**config.mk**
```make
export PLATFORM = sky130hd
export DESIGN_NAME = prsc_top
export DESIGN_NICKNAME = d
export VERILOG_FILES = /design/src/rtl/prsc_pkg.sv /design/src/rtl/prsc_top.sv
export VERILOG_INCLUDE_DIRS = /design/src /design/src/rtl
export SDC_FILE = /design/constraint.sdc
export NUM_CORES = 1
export LEC_CHECK = 0
export BUFFER_PORTS_ARGS = -buffer_cell sky130_fd_sc_hd__buf_2
export CORE_MARGIN = 3
export CORE_UTILIZATION = 44
export CTS_CLUSTER_SIZE = 24
export DETAILED_ROUTE_END_ITERATION = 6
export HOLD_SLACK_MARGIN = 0.1
export PLACE_DENSITY = 0.71
export SLEW_MARGIN = 5
export SYNTH_ARGS = -nofsm -noshare
export SYNTH_HDL_FRONTEND = slang
export SYNTH_SLANG_ARGS = --single-unit
```
**constraint.sdc**
```tcl
create_clock -name hclk -period 2.35 [get_ports hclk]
set_input_delay 0.47 -clock hclk [delete_from_list [all_inputs] [get_ports hclk]]
set_output_delay 0.47 -clock hclk [all_outputs]
set_load 0.02 [all_outputs]
```
**src/rtl/prsc_defs.svh**
```systemverilog
`ifndef PRSC_DEFS_SVH
`define PRSC_DEFS_SVH
// ****************************************
// register byte offsets
// ****************************************
`define PRSC_OFS_MULT     8'h00
`define PRSC_OFS_REG      8'h04
`define PRSC_OFS_SLEEP    8'h08
`define PRSC_OFS_CFG      8'h0C
`define PRSC_OFS_STAT     8'h10
// ****************************************
// field positions
// ****************************************
`define PRSC_MULT_LOCK    0
`define PRSC_MULT_EN     1
`define PRSC_MULT_DIV_LO  2
`define PRSC_MULT_DIV_HI  4
`define PRSC_SLP_EN      0
`define PRSC_SLP_MODE_LO  1
`define PRSC_SLP_MODE_HI  3
`define PRSC_CFG_CMPDIS   0
`define PRSC_CFG_XTAL     1
`define PRSC_CFG_MSYS     2
// ****************************************
// mode codes
// ****************************************
`define PRSC_MODE_IDLE    3'h0
`define PRSC_MODE_PDOWN   3'h2
`define PRSC_MODE_PSAVE   3'h3
`define PRSC_MODE_STBY    3'h6
`define PRSC_MODE_XSTBY   3'h7
// ****************************************
// timing
// ****************************************
`define PRSC_CLK_NS        10
`define PRSC_LOCK_US       1000
`define PRSC_LOCK_CYC      ((`PRSC_LOCK_US * 1000) / `PRSC_CLK_NS)
`define PRSC_HALT_CYC      4
`define PRSC_STBY_CYC      6
`define PRSC_CNT_W         20
`define PRSC_RESET_DATA    32'h0000_0000
`endif

```
**src/rtl/prsc_pkg.sv**
```systemverilog
package prsc_pkg;
  // sleep sequencer states, gray along the run-sleep-wake path
  typedef enum logic [2:0] {
    PRSC_RUN   = 3'b000,
    PRSC_SLEEP = 3'b001,
    PRSC_START = 3'b011,
    PRSC_HALT  = 3'b010
  } prsc_state_t;

  // wake sources seen by the sleep controller
  typedef struct packed {
    logic [3:0]  irq_lo;    // ext_irq_lower_lines, any kind
    logic [3:0]  lvl_hi;    // ext_irq_upper_lines at active level
    logic        pin_chg;   // pin_change_irqs combined
    logic        watchdog_irq; // watchdog_timer interrupt
    logic        usb_wake;  // usb_bus_wake_irq
    logic        usb_sync;  // usb_frame_start_irq and other sync usb
    logic        cmp_irq;   // comparator interrupt
    logic        other_io;  // timers, serial, memory ready
  } prsc_wake_t;

  // clock gate enables
  typedef struct packed {
    logic cpu;
    logic flash;
    logic io;
    logic osc;
  } prsc_clk_t;

  typedef struct packed {
    logic [2:0]       mdiv;
    logic             mult_en;
    logic             locked;
    logic [19:0]      lock_cnt;
    logic             reg_off;
    logic [2:0]       mode;
    logic             slp_en;
    logic             cmp_dis;
    logic             xtal;
    prsc_state_t      st;
    logic [15:0]      wcnt;
    prsc_clk_t        clk;
    logic             halt;
    logic             irq_go;
    logic [2:0]       ws0;
    logic [2:0]       ws1;
    logic [2:0]       ws2;
    logic             msys;
    logic             mult_on;
    logic             rc_on;
    logic             d_ph;
    logic             d_wr;
    logic [7:0]       d_adr;
    logic [31:0]      rdata;
  } prsc_state_s_t;
endpackage

```
**src/rtl/prsc_top.sv**
```systemverilog
// Design decisions made here: the register offsets and register access over AHB-Lite.
`timescale 1ns/1ps
`default_nettype none
`include "prsc_defs.svh"
// How it works
// - multiplier register bits 7..5 read zero, reserved.
// - input divider code 000 divides by 1, 001 by 2; others reserved.
// - enable bit starts the multiplier and its rc reference if needed.
// - enable reads one while multiplier is system clock source.
// - lock flag in bit 0 set once multiplier has locked.
// - lock flag sets about 1 ms after enable, never beyond 100 ms.
// - regulator off bit switches regulator off; clears on every reset.
// - sleep happens only if enable bit set at sleep instruction, mode from field.
// - interrupt wake halts cpu four cycles past start-up, then runs handler.
// - state kept across sleep; reset during sleep wakes to reset vector.
// - mode field bits 3-1 decode five modes; bits 7-4 read zero.
// - idle stops only cpu and flash clocks.
// - idle wakes on any enabled interrupt; comparator disable removes comparator wake.
// - power-down stops oscillator; wakes only from listed asynchronous sources.
// - power-down wake waits the fuse-selected start-up delay.
// - power-save behaves exactly like power-down.
// - standby with crystal keeps oscillator, wakes in six cycles.
// - extended standby with crystal same as standby, six cycle wake.
// - outside idle only usb bus wake wakes among usb sources.
module prsc_top
  import prsc_pkg::*;
#(
  parameter int unsigned LOCK_CYC = `PRSC_LOCK_CYC
) (
  input  wire logic        hclk,
  input  wire logic        hresetn,
  input  wire logic        hsel,
  input  wire logic [31:0] haddr,
  input  wire logic [1:0]  htrans,
  input  wire logic        hwrite,
  input  wire logic [2:0]  hsize,
  input  wire logic [31:0] hwdata,
  input  wire logic        hready,
  output logic      [31:0] hrdata,
  output logic             hreadyout,
  output logic             hresp,
  input  wire logic        sleep_instr,
  input  wire prsc_wake_t  wake_in,
  input  wire logic [15:0] startup_cyc,
  output logic             cpu_halt,
  output logic             irq_dispatch,
  output var prsc_clk_t    clk_en,
  output logic             mult_run,
  output logic             rc_ref_run,
  output logic [2:0]       mult_input_div,
  output logic             regulator_off
);
  // ****************************************
  // state
  // ****************************************
  prsc_state_s_t s_r;
  prsc_state_s_t s_nxt;
  logic [15:0]   wake_cyc;
  logic          wake_any;
  logic          go_sleep;
  logic [7:0]    wr_byte;

  // legal sleep request with mode check
  function automatic logic mode_ok(input logic [2:0] m, input logic x);
    unique case (m)
      `PRSC_MODE_IDLE, `PRSC_MODE_PDOWN, `PRSC_MODE_PSAVE: mode_ok = 1'b1;
      `PRSC_MODE_STBY, `PRSC_MODE_XSTBY: mode_ok = x;
      default: mode_ok = 1'b0;
    endcase
  endfunction

  // clock gates for a mode
  function automatic prsc_clk_t mode_clk(input logic [2:0] m);
    mode_clk = '{cpu: 1'b0, flash: 1'b0, io: 1'b0, osc: 1'b0};
    if (m == `PRSC_MODE_IDLE) begin
      mode_clk.io  = 1'b1;
      mode_clk.osc = 1'b1;
    end else if (m == `PRSC_MODE_STBY || m == `PRSC_MODE_XSTBY) begin
      mode_clk.osc = 1'b1;
    end
  endfunction

  // ****************************************
  // combinational next state
  // ****************************************
  always_comb begin
    logic [2:0] lvl_q;
    lvl_q    = 3'h0;
    s_nxt    = s_r;
    wr_byte  = hwdata[7:0];
    go_sleep = sleep_instr && s_r.slp_en && mode_ok(s_r.mode, s_r.xtal);
    // pin sync: three flops, wake counted once stages two and three are both high
    s_nxt.ws0 = {wake_in.lvl_hi[0] | wake_in.irq_lo[0] | wake_in.pin_chg,
                 wake_in.usb_wake, wake_in.watchdog_irq};
    s_nxt.ws1 = s_r.ws0;
    s_nxt.ws2 = s_r.ws1;
    lvl_q     = s_r.ws1 & s_r.ws2;
    // asynchronous sources for deep modes
    wake_any  = (|lvl_q) | (|wake_in.irq_lo) | (|wake_in.lvl_hi);
    if (s_r.mode == `PRSC_MODE_IDLE) begin
      wake_any = wake_any | wake_in.usb_sync | wake_in.other_io | wake_in.pin_chg
                 | (wake_in.cmp_irq & ~s_r.cmp_dis);
    end
    // start-up delay per mode
    if (s_r.mode == `PRSC_MODE_STBY || s_r.mode == `PRSC_MODE_XSTBY) begin
      wake_cyc = 16'(`PRSC_STBY_CYC);
    end else if (s_r.mode == `PRSC_MODE_IDLE) begin
      wake_cyc = 16'h0001;
    end else begin
      wake_cyc = (startup_cyc == 16'h0000) ? 16'h0001 : startup_cyc;
    end

    // multiplier lock timer
    s_nxt.msys = s_r.msys;
    if (!(s_r.mult_en || s_r.msys)) begin
      s_nxt.lock_cnt = '0;
      s_nxt.locked   = 1'b0;
    end else if (!s_r.locked) begin
      if (s_r.lock_cnt >= LOCK_CYC[19:0] - 20'h0_0001) begin
        s_nxt.locked = 1'b1;
      end else begin
        s_nxt.lock_cnt = s_r.lock_cnt + 20'h0_0001;
      end
    end

    // sleep sequencer
    s_nxt.irq_go = 1'b0;
    unique case (s_r.st)
      PRSC_RUN: begin
        s_nxt.clk  = '{cpu: 1'b1, flash: 1'b1, io: 1'b1, osc: 1'b1};
        s_nxt.halt = 1'b0;
        if (go_sleep) begin
          s_nxt.st   = PRSC_SLEEP;
          s_nxt.clk  = mode_clk(s_r.mode);
          s_nxt.halt = 1'b1;
        end
      end
      PRSC_SLEEP: begin
        if (wake_any) begin
          s_nxt.st   = PRSC_START;
          s_nxt.wcnt = wake_cyc;
          s_nxt.clk.osc = 1'b1;
        end
      end
      PRSC_START: begin
        s_nxt.wcnt = s_r.wcnt - 16'h0001;
        if (s_r.wcnt == 16'h0001) begin
          s_nxt.st   = PRSC_HALT;
          s_nxt.wcnt = 16'(`PRSC_HALT_CYC);
          s_nxt.clk  = '{cpu: 1'b0, flash: 1'b1, io: 1'b1, osc: 1'b1};
        end
      end
      PRSC_HALT: begin
        s_nxt.wcnt = s_r.wcnt - 16'h0001;
        if (s_r.wcnt == 16'h0001) begin
          s_nxt.st     = PRSC_RUN;
          s_nxt.halt   = 1'b0;
          s_nxt.irq_go = 1'b1;
          s_nxt.clk    = '{cpu: 1'b1, flash: 1'b1, io: 1'b1, osc: 1'b1};
        end
      end
      default: s_nxt.st = PRSC_RUN;
    endcase

    // bus address phase
    if (hready) begin
      s_nxt.d_ph  = hsel && htrans[1];
      s_nxt.d_wr  = hwrite;
      s_nxt.d_adr = haddr[7:0];
    end
    // bus data phase write
    if (s_r.d_ph && s_r.d_wr) begin
      unique case (s_r.d_adr)
        `PRSC_OFS_MULT: begin
          s_nxt.mdiv    = wr_byte[`PRSC_MULT_DIV_HI:`PRSC_MULT_DIV_LO];
          s_nxt.mult_en = wr_byte[`PRSC_MULT_EN];
        end
        `PRSC_OFS_REG:   s_nxt.reg_off = wr_byte[0];
        `PRSC_OFS_SLEEP: begin
          s_nxt.mode   = wr_byte[`PRSC_SLP_MODE_HI:`PRSC_SLP_MODE_LO];
          s_nxt.slp_en = wr_byte[`PRSC_SLP_EN];
        end
        `PRSC_OFS_CFG: begin
          s_nxt.cmp_dis = wr_byte[`PRSC_CFG_CMPDIS];
          s_nxt.xtal    = wr_byte[`PRSC_CFG_XTAL];
          s_nxt.msys    = wr_byte[`PRSC_CFG_MSYS];
        end
        default: ;
      endcase
    end
    // read data for the next data phase
    s_nxt.rdata = `PRSC_RESET_DATA;
    if (hready && hsel && htrans[1] && !hwrite) begin
      unique case (haddr[7:0])
        `PRSC_OFS_MULT:  s_nxt.rdata = {24'h00_0000, 3'h0, s_r.mdiv,
                                        s_r.mult_en | s_r.msys, s_r.locked};
        `PRSC_OFS_REG:   s_nxt.rdata = {31'h0000_0000, s_r.reg_off};
        `PRSC_OFS_SLEEP: s_nxt.rdata = {24'h00_0000, 4'h0, s_r.mode, s_r.slp_en};
        `PRSC_OFS_CFG:   s_nxt.rdata = {29'h0000_0000, s_r.msys, s_r.xtal, s_r.cmp_dis};
        `PRSC_OFS_STAT:  s_nxt.rdata = {29'h0000_0000, s_r.st};
        default:         s_nxt.rdata = `PRSC_RESET_DATA;
      endcase
    end
    // run flags registered so the pins come from flops
    s_nxt.mult_on = s_nxt.mult_en | s_nxt.msys;
    s_nxt.rc_on   = (s_nxt.mult_en | s_nxt.msys) & ~s_nxt.xtal;
  end

  // ****************************************
  // state register, all control clears on reset except the clock enables, which reset to on
  // ****************************************
  always_ff @(posedge hclk or negedge hresetn) begin
    if (!hresetn) begin
      s_r       <= '0;
      s_r.clk   <= '{cpu: 1'b1, flash: 1'b1, io: 1'b1, osc: 1'b1};
    end else begin
      s_r <= s_nxt;
    end
  end

  // outputs straight from flops; hreadyout and hresp tied to constants
  assign hrdata         = s_r.rdata;
  assign hreadyout      = 1'b1;
  assign hresp          = 1'b0;
  assign cpu_halt       = s_r.halt;
  assign irq_dispatch   = s_r.irq_go;
  assign clk_en         = s_r.clk;
  assign mult_run       = s_r.mult_on;
  assign rc_ref_run     = s_r.rc_on;
  assign mult_input_div = s_r.mdiv;
  assign regulator_off  = s_r.reg_off;
endmodule // prsc_top
`default_nettype wire

```
==> results of run 1 <==
-- flip-flops by register name (all words and copies together), names as in the netlist --
name and flops:
clk_en 4, cpu_halt 1, hrdata 5, irq_dispatch 1
mult_input_div 3, mult_run 1, rc_ref_run 1, regulator_off 1
s_nxt 6, s_r 60
-- worst reg2reg max path, cell delays in order (launching register included) --
cell	delay [ns]
dfrtp_1	0.44
or4_1	0.59
or3_4	0.41
o21ai_4	0.29
o2bb2ai_1	0.12
a22o_1	0.24
-- worst min-delay path by stage --
stage / startpoint / end / slack, ns / cells after the start
after floorplan: hresetn / cpu_halt / 0.17 / 0
after global placement: s_nxt[50] / s_nxt[47] / 0.33 / 0
after detailed placement: s_nxt[50] / s_nxt[47] / 0.34 / 0
after CTS: wake_in[4] / s_nxt[48] / 0.21 / 1
after global routing: wake_in[4] / s_nxt[48] / 0.21 / 1
final: wake_in[4] / s_nxt[48] / 0.23 / 1
-- report_power, final --
group / leakage [uW] / total [uW] / switching, uW / internal [uW]
clock: 0.0000974 / 1000 / 481 / 519
combinational: 0.00112 / 239 / 153 / 86.0
sequential: 0.00103 / 1500 / 28.7 / 1470
total: 0.00225 / 2740 / 663 / 2070
-- cell type report --
class | count | area, um2 | share of cell area, %
Sequential cell | 83 | 2080 | 41.5
Multi-Input combinational cell | 324 | 2070 | 41.2
Timing Repair Buffer | 81 | 448 | 8.94
Tap cell | 133 | 166 | 3.32
Clock buffer | 13 | 149 | 2.97
Inverter | 16 | 60.1 | 1.20
Clock inverter | 3 | 40.0 | 0.799
-- cell usage in the layout (no fill, tap or decap), types with 8 or more instances in the layout --
cell	netlist	final
inv_1	16	16
nand3_1	8	8
conb_1	2	29
o21ai_0	27	27
dfrtp_1	79	79
a21oi_1	26	26
clkbuf_8	0	10
nand2_1	24	24
or4_1	10	10
nor2_1	33	32
nor3_1	20	20
o2bb2ai_1	8	8
mux2i_1	12	12
buf_2	2	65
nor4_1	12	12
mux2_2	18	18
buf_4	41	15
-- through the flow --
| step | cells | setup WS, ns | hold WS [ns] |
|---|---|---|---|
| floorplan | 483 | 0.350 | 0.174 |
| global placement | 636 | 0.196 | 0.334 |
| detailed placement | 636 | 0.124 | 0.336 |
| CTS | 653 | 0.101 | 0.214 |
| global route | 653 | 0.00720 | 0.206 |
| finish | 653 | 0.161 | 0.228 |
-- repair_timing --
| action | CTS | global route |
|---|---|---|
| resized for setup | 0 | 2 |
| hold buffers | 1 | 0 |
| hold endpoints to repair | 34 | 0 |
| setup endpoints to repair | 0 | 7 |
-- synth_stat cells (all sizes together), types with 2 or more instances --
master / n / area share [%]
a211oi: 2 / 0.33
a21oi: 27 / 3.1
a22oi: 6 / 1.0
a2bb2oi: 2 / 0.39
a31o: 2 / 0.39
a32oi: 7 / 1.4
and2: 4 / 0.56
and3: 5 / 0.70
and4: 2 / 0.39
buf: 45 / 7.4
clkbuf: 15 / 1.3
conb: 2 / 0.17
dfrtp: 79 / 44
dfstp: 4 / 2.3
ha: 3 / 0.84
inv: 16 / 1.3
mux2: 18 / 4.5
mux2i: 12 / 2.7
nand2: 24 / 2.0
nand3: 8 / 0.89
nand4: 7 / 0.97
nor2: 33 / 2.8
nor2b: 4 / 0.56
nor3: 21 / 2.5
nor4: 14 / 2.4
o211ai: 2 / 0.45
o21a: 2 / 0.33
o21ai: 29 / 3.6
o22ai: 6 / 0.84
o2bb2ai: 8 / 1.6
o31ai: 7 / 1.2
o32a: 2 / 0.45
or2: 4 / 0.56
or3: 8 / 1.2
or4: 10 / 1.7
-- metal layers --
| metal | vias up | GRT usage [%] | part of all wire (%) |
|---|---|---|---|
| met5 | - | 0 | 0 |
| met4 | 0 | 4.84 | 1.1 |
| met3 | 11 | 5.78 | 7.4 |
| met2 | 137 | 30.0 | 47 |
| met1 | 1774 | 24.1 | 44 |
| li1 | 1731 | - | - |
-- logic make-up after synthesis --
family          share of synthesized area, %
simple gates                            18.3
mux                                     7.18
buf+inv                                 10.0
compound gates                          17.2
fa+ha+maj                              0.836
flops                                   46.3
other cells                            0.167
==> summary.txt, run 1 <==
Status -> finished, final reports clean
Starting DRT DRC Count -> 161
Placed Area -> 4810 um2
Final setup viols -> 0
Setup Skew -> 0.00644 ns
CP max stage cell -> or4_1
Crit-path max cell delay -> 0.59 ns
N_diodes -> 0
Final Util -> 50.8%
Crit path launch type -> register
Maxcap violations -> 0
Initial antenna violation count -> 0
FILL cells -> 904
CTS tree -> done
Worst skew pair latency -> 0.35 ns
RSZ-0062 raised after global routing -> no
Critical path, cell by cell -> or4_1 -> or3_4 -> o21ai_4 -> o2bb2ai_1 -> a22o_1
Dpl hpwl -> 7600 um
Post-DRT Antenna Nets -> 0
CP required -> 2.59 ns
Num CTS Buffers -> 9
Post-Layout Inst Area -> 5010 um2
Reg-to-reg endpoint -> s_r[70]
Post-synth EDFFs -> 0
Leakage -> 0.00225 uW
Largest net degree at the start of global routing -> 37
Nets -> 623
Die Width -> 107 um
Critical Path Sink -> s_r[70]
Routability cong. -> 0.857
CTS max path bufs -> 2
FF+latch count, synth -> 83
Full die area -> 11,500 um2
Main synth FF type -> dfrtp_1
DR WL/cell -> 15.6 um
Syn-to-layout area delta -> 11.5%
TritonRoute pass-1 iters -> 4
Core area -> 9860 um2
Final WL -> 10,200 um
Max VDD drop -> 0.402 mV
Cells after synthesis -> 456
Fin. max-slew vios -> 0
Fin Setup TNS -> 0 ns
Worst Path Buf+Inv -> 0
Worst Reg-to-Reg Cells -> 5
Clock-pin slew on the worst setup and hold paths -> 0.08 ns
Core Rows -> 36
IO Port Bufs -> 66
Synth cell types -> 63
Vias in the first global route -> 3,552
Power density over the cells -> 546 nW/um2
Synth Warn # -> 0
Clock Sinks -> 83
Boundary Pins -> 151
Tcrit/Tclk final -> 93.2%
CP max FO -> 9
GR Overflow Total -> 0
F_max -> 0.457 GHz
Slew of the pin with the lowest slew margin -> 0.641 ns
DR vias -> 3,653
DRC Markers -> 0
Die Height -> 107 um
Sequential-to-total area share from yosys stat -> 46.3%
Global-route wire length before repair -> 17,100 um
Worst Setup SP -> s_r[66]
Kind of critical path -> register to register
Fin crit period -> 2.19 ns
Family with the most delay on the worst path -> simple AND/OR/NAND/NOR gates
Via density -> 5.59
Setup Fix Bufs, Post-CTS -> 0
R2R setup slack -> 0.16 ns
Rel. slew slack -> 57.1%
Root Driver -> clkbuf_8
Setup crit end kind -> register
Tot Pwr -> 2740 uW
Syn_area_per_cell -> 9.85 um2
Synth Cell Area -> 4490 um2
Crit path depth -> 5
Final Hold Fails -> 0
Worst r2r src -> s_r[66]
HP Class -> input pin to register
H-tree Lvls -> 3
Ys async rst share -> 100%
Initial core utilization -> 45.5%
Global-route total usage across every layer -> 18.5%
Layout cells sized above 1 -> 25.6%
Crit path DAT -> 2.43 ns
Power figures use the tool's default switching activity.
==> inputs of run 2 (changes only) <==
--- a/config.mk
+++ b/config.mk
@@ -9,6 +9,7 @@
 export BUFFER_PORTS_ARGS = -buffer_cell sky130_fd_sc_hd__buf_2
 export CORE_MARGIN = 3
 export CORE_UTILIZATION = 44
+export CTS_BUF_LIST = sky130_fd_sc_hd__clkbuf_8
 export CTS_CLUSTER_SIZE = 24
 export DETAILED_ROUTE_END_ITERATION = 6
 export HOLD_SLACK_MARGIN = 0.1
==> summary.txt, run 2 (synthesis gave the netlist of run 1 again) <==
Global-route total usage across every layer -> 18.5%
Fin Setup TNS -> 0 ns
Clock share of power -> 36.3%
Hold Worst Slack -> 0.228 ns
Max reg flops -> 60
Worst skew pair latency -> 0.35 ns
GR Overflow Total -> 0
DRC Markers -> 0
Cell-internal power -> 2060 uW
Core area -> 9860 um2
Max VDD drop -> 0.402 mV
DR WL/cell -> 15.6 um
TritonRoute pass-1 iters -> 5
Fin crit period -> 2.18 ns
Biggest register -> s_r
Status -> finished, final reports clean
IO Port Bufs -> 66
Comb power frac -> 8.8%
CP required -> 2.59 ns
Net Sw Power -> 664 uW
Fin. max-slew vios -> 0
Full die area -> 11,500 um2
F_max -> 0.458 GHz
CTS tree -> done
N_diodes -> 0
Core Rows -> 36
Global-route wire length before repair -> 17,100 um
Slew of the pin with the lowest slew margin -> 0.640 ns
CTS max path bufs -> 2
Tcrit/Tclk final -> 92.8%
Final Hold Fails -> 0
Most frequent cells in the layout -> dfrtp_1 (79), buf_2 (65), nor2_1 (32), conb_1 (29), o21ai_0 (27)
Initial core utilization -> 45.5%
Leakage -> 0.00226 uW
Clock-pin slew on the worst setup and hold paths -> 0.08 ns
Crit path DAT -> 2.42 ns
Final setup viols -> 0
Final WL -> 10,200 um
Clock Sinks -> 83
Layout cells sized above 1 -> 25.6%
CP max FO -> 9
Die Width -> 107 um
Setup crit end kind -> register
Initial antenna violation count -> 0
Rel. slew slack -> 57.2%
Largest net degree at the start of global routing -> 37
Vias in the first global route -> 3,552
Commonest non-fill, non-tap cell in the layout -> dfrtp_1
Num CTS Buffers -> 9
DR vias -> 3,641
Boundary Pins -> 151
HP Class -> input pin to register
RSZ-0062 raised after global routing -> no
Maxcap violations -> 0
FILL cells -> 904
Via density -> 5.58
Kind of critical path -> register to register
Syn-to-layout area delta -> 11.5%
Root Driver -> clkbuf_8
H-tree Lvls -> 3
Part of the power in registers -> 54.9%
Power density over the cells -> 543 nW/um2
Setup Skew -> 0.00622 ns
Sw frac -> 24.4%
Die Height -> 107 um
Starting DRT DRC Count -> 159
Dpl hpwl -> 7600 um
Post-DRT Antenna Nets -> 0
Nets -> 623
Routability cong. -> 0.857
Crit path launch type -> register
[run 2: cell types whose count changed in the layout (fill, tap and decap cells not counted)]
cell      previous run  this run
clkbuf_1             3         0
inv_1               16        19
[run 2: per-layer routing]
layer | wire (um) | vias to the layer above | track usage (%)
li1 | - | 1728 | -
met1 | 4500 | 1770 | 24.1
met2 | 4820 | 132 | 30.0
met3 | 732 | 11 | 5.78
met4 | 110 | 0 | 4.84
met5 | 0 | - | 0
[run 2: repair_timing]
item / in CTS / in global routing
endpoints found under the setup margin: 0 / 7
resized for setup: 0 / 2
buffers inserted: 0 / 0
hold endpoints to repair: 34 / 0
hold buffers: 1 / 0
[run 2: critical path: stages, from the launching register on]
cell and delay, ns:
dfrtp_1 0.44, or4_1 0.58, or3_4 0.41, o21ai_4 0.29, o2bb2ai_1 0.12, a22o_1 0.24
[run 2: layout make-up]
class / instances / area (um2) / area share (%)
Clock buffer: 10 / 138 / 2.75
Clock inverter: 6 / 51.3 / 1.02
Inverter: 16 / 60.1 / 1.20
Multi-Input combinational cell: 324 / 2070 / 41.2
Sequential cell: 83 / 2080 / 41.5
Tap cell: 133 / 166 / 3.32
Timing Repair Buffer: 81 / 448 / 8.94
[run 2: worst paths after layout]
| path | slack [ns] | cells after the start | to | start |
|---|---|---|---|---|
| setup / recovery | 0.17 | 5 | s_r[70] | s_r[66] |
| max in group asynchronous | 1.00 | 3 | clk_en[3] | hresetn |
| hold reg to reg | 0.35 | 0 | s_nxt[47] | s_nxt[50] |
| min in group asynchronous | 0.61 | 2 | s_nxt[46] | hresetn |
| setup reg to reg | 0.17 | 5 | s_r[70] | s_r[66] |
| hold / removal | 0.23 | 1 | s_nxt[49] | wake_in[3] |
[run 2: power by group through the flow]
stage                     logic, uW  registers, uW  clock network (uW)
after floorplan                 170           1520                   0
after global placement          233           1520                   0
after detailed placement        240           1520                   0
after CTS                       242           1500                1020
after global routing            268           1500                1080
final                           239           1500                 988
[run 2: stage by stage]
stage / total power [uW] / setup slack (ns) / cell area [um2] / util, % / instances
2_1_floorplan: 1690 / 0.350 / 4590 / - / 483
3_3_place_gp: 1750 / 0.196 / 4810 / 48.8 / 636
3_5_place_dp: 1760 / 0.124 / 4810 / 48.8 / 636
4_1_cts: 2760 / 0.100 / 5010 / 50.8 / 653
5_1_grt: 2850 / 0.00667 / 5010 / 50.8 / 653
6_report: 2720 / 0.168 / 5010 / 50.8 / 653
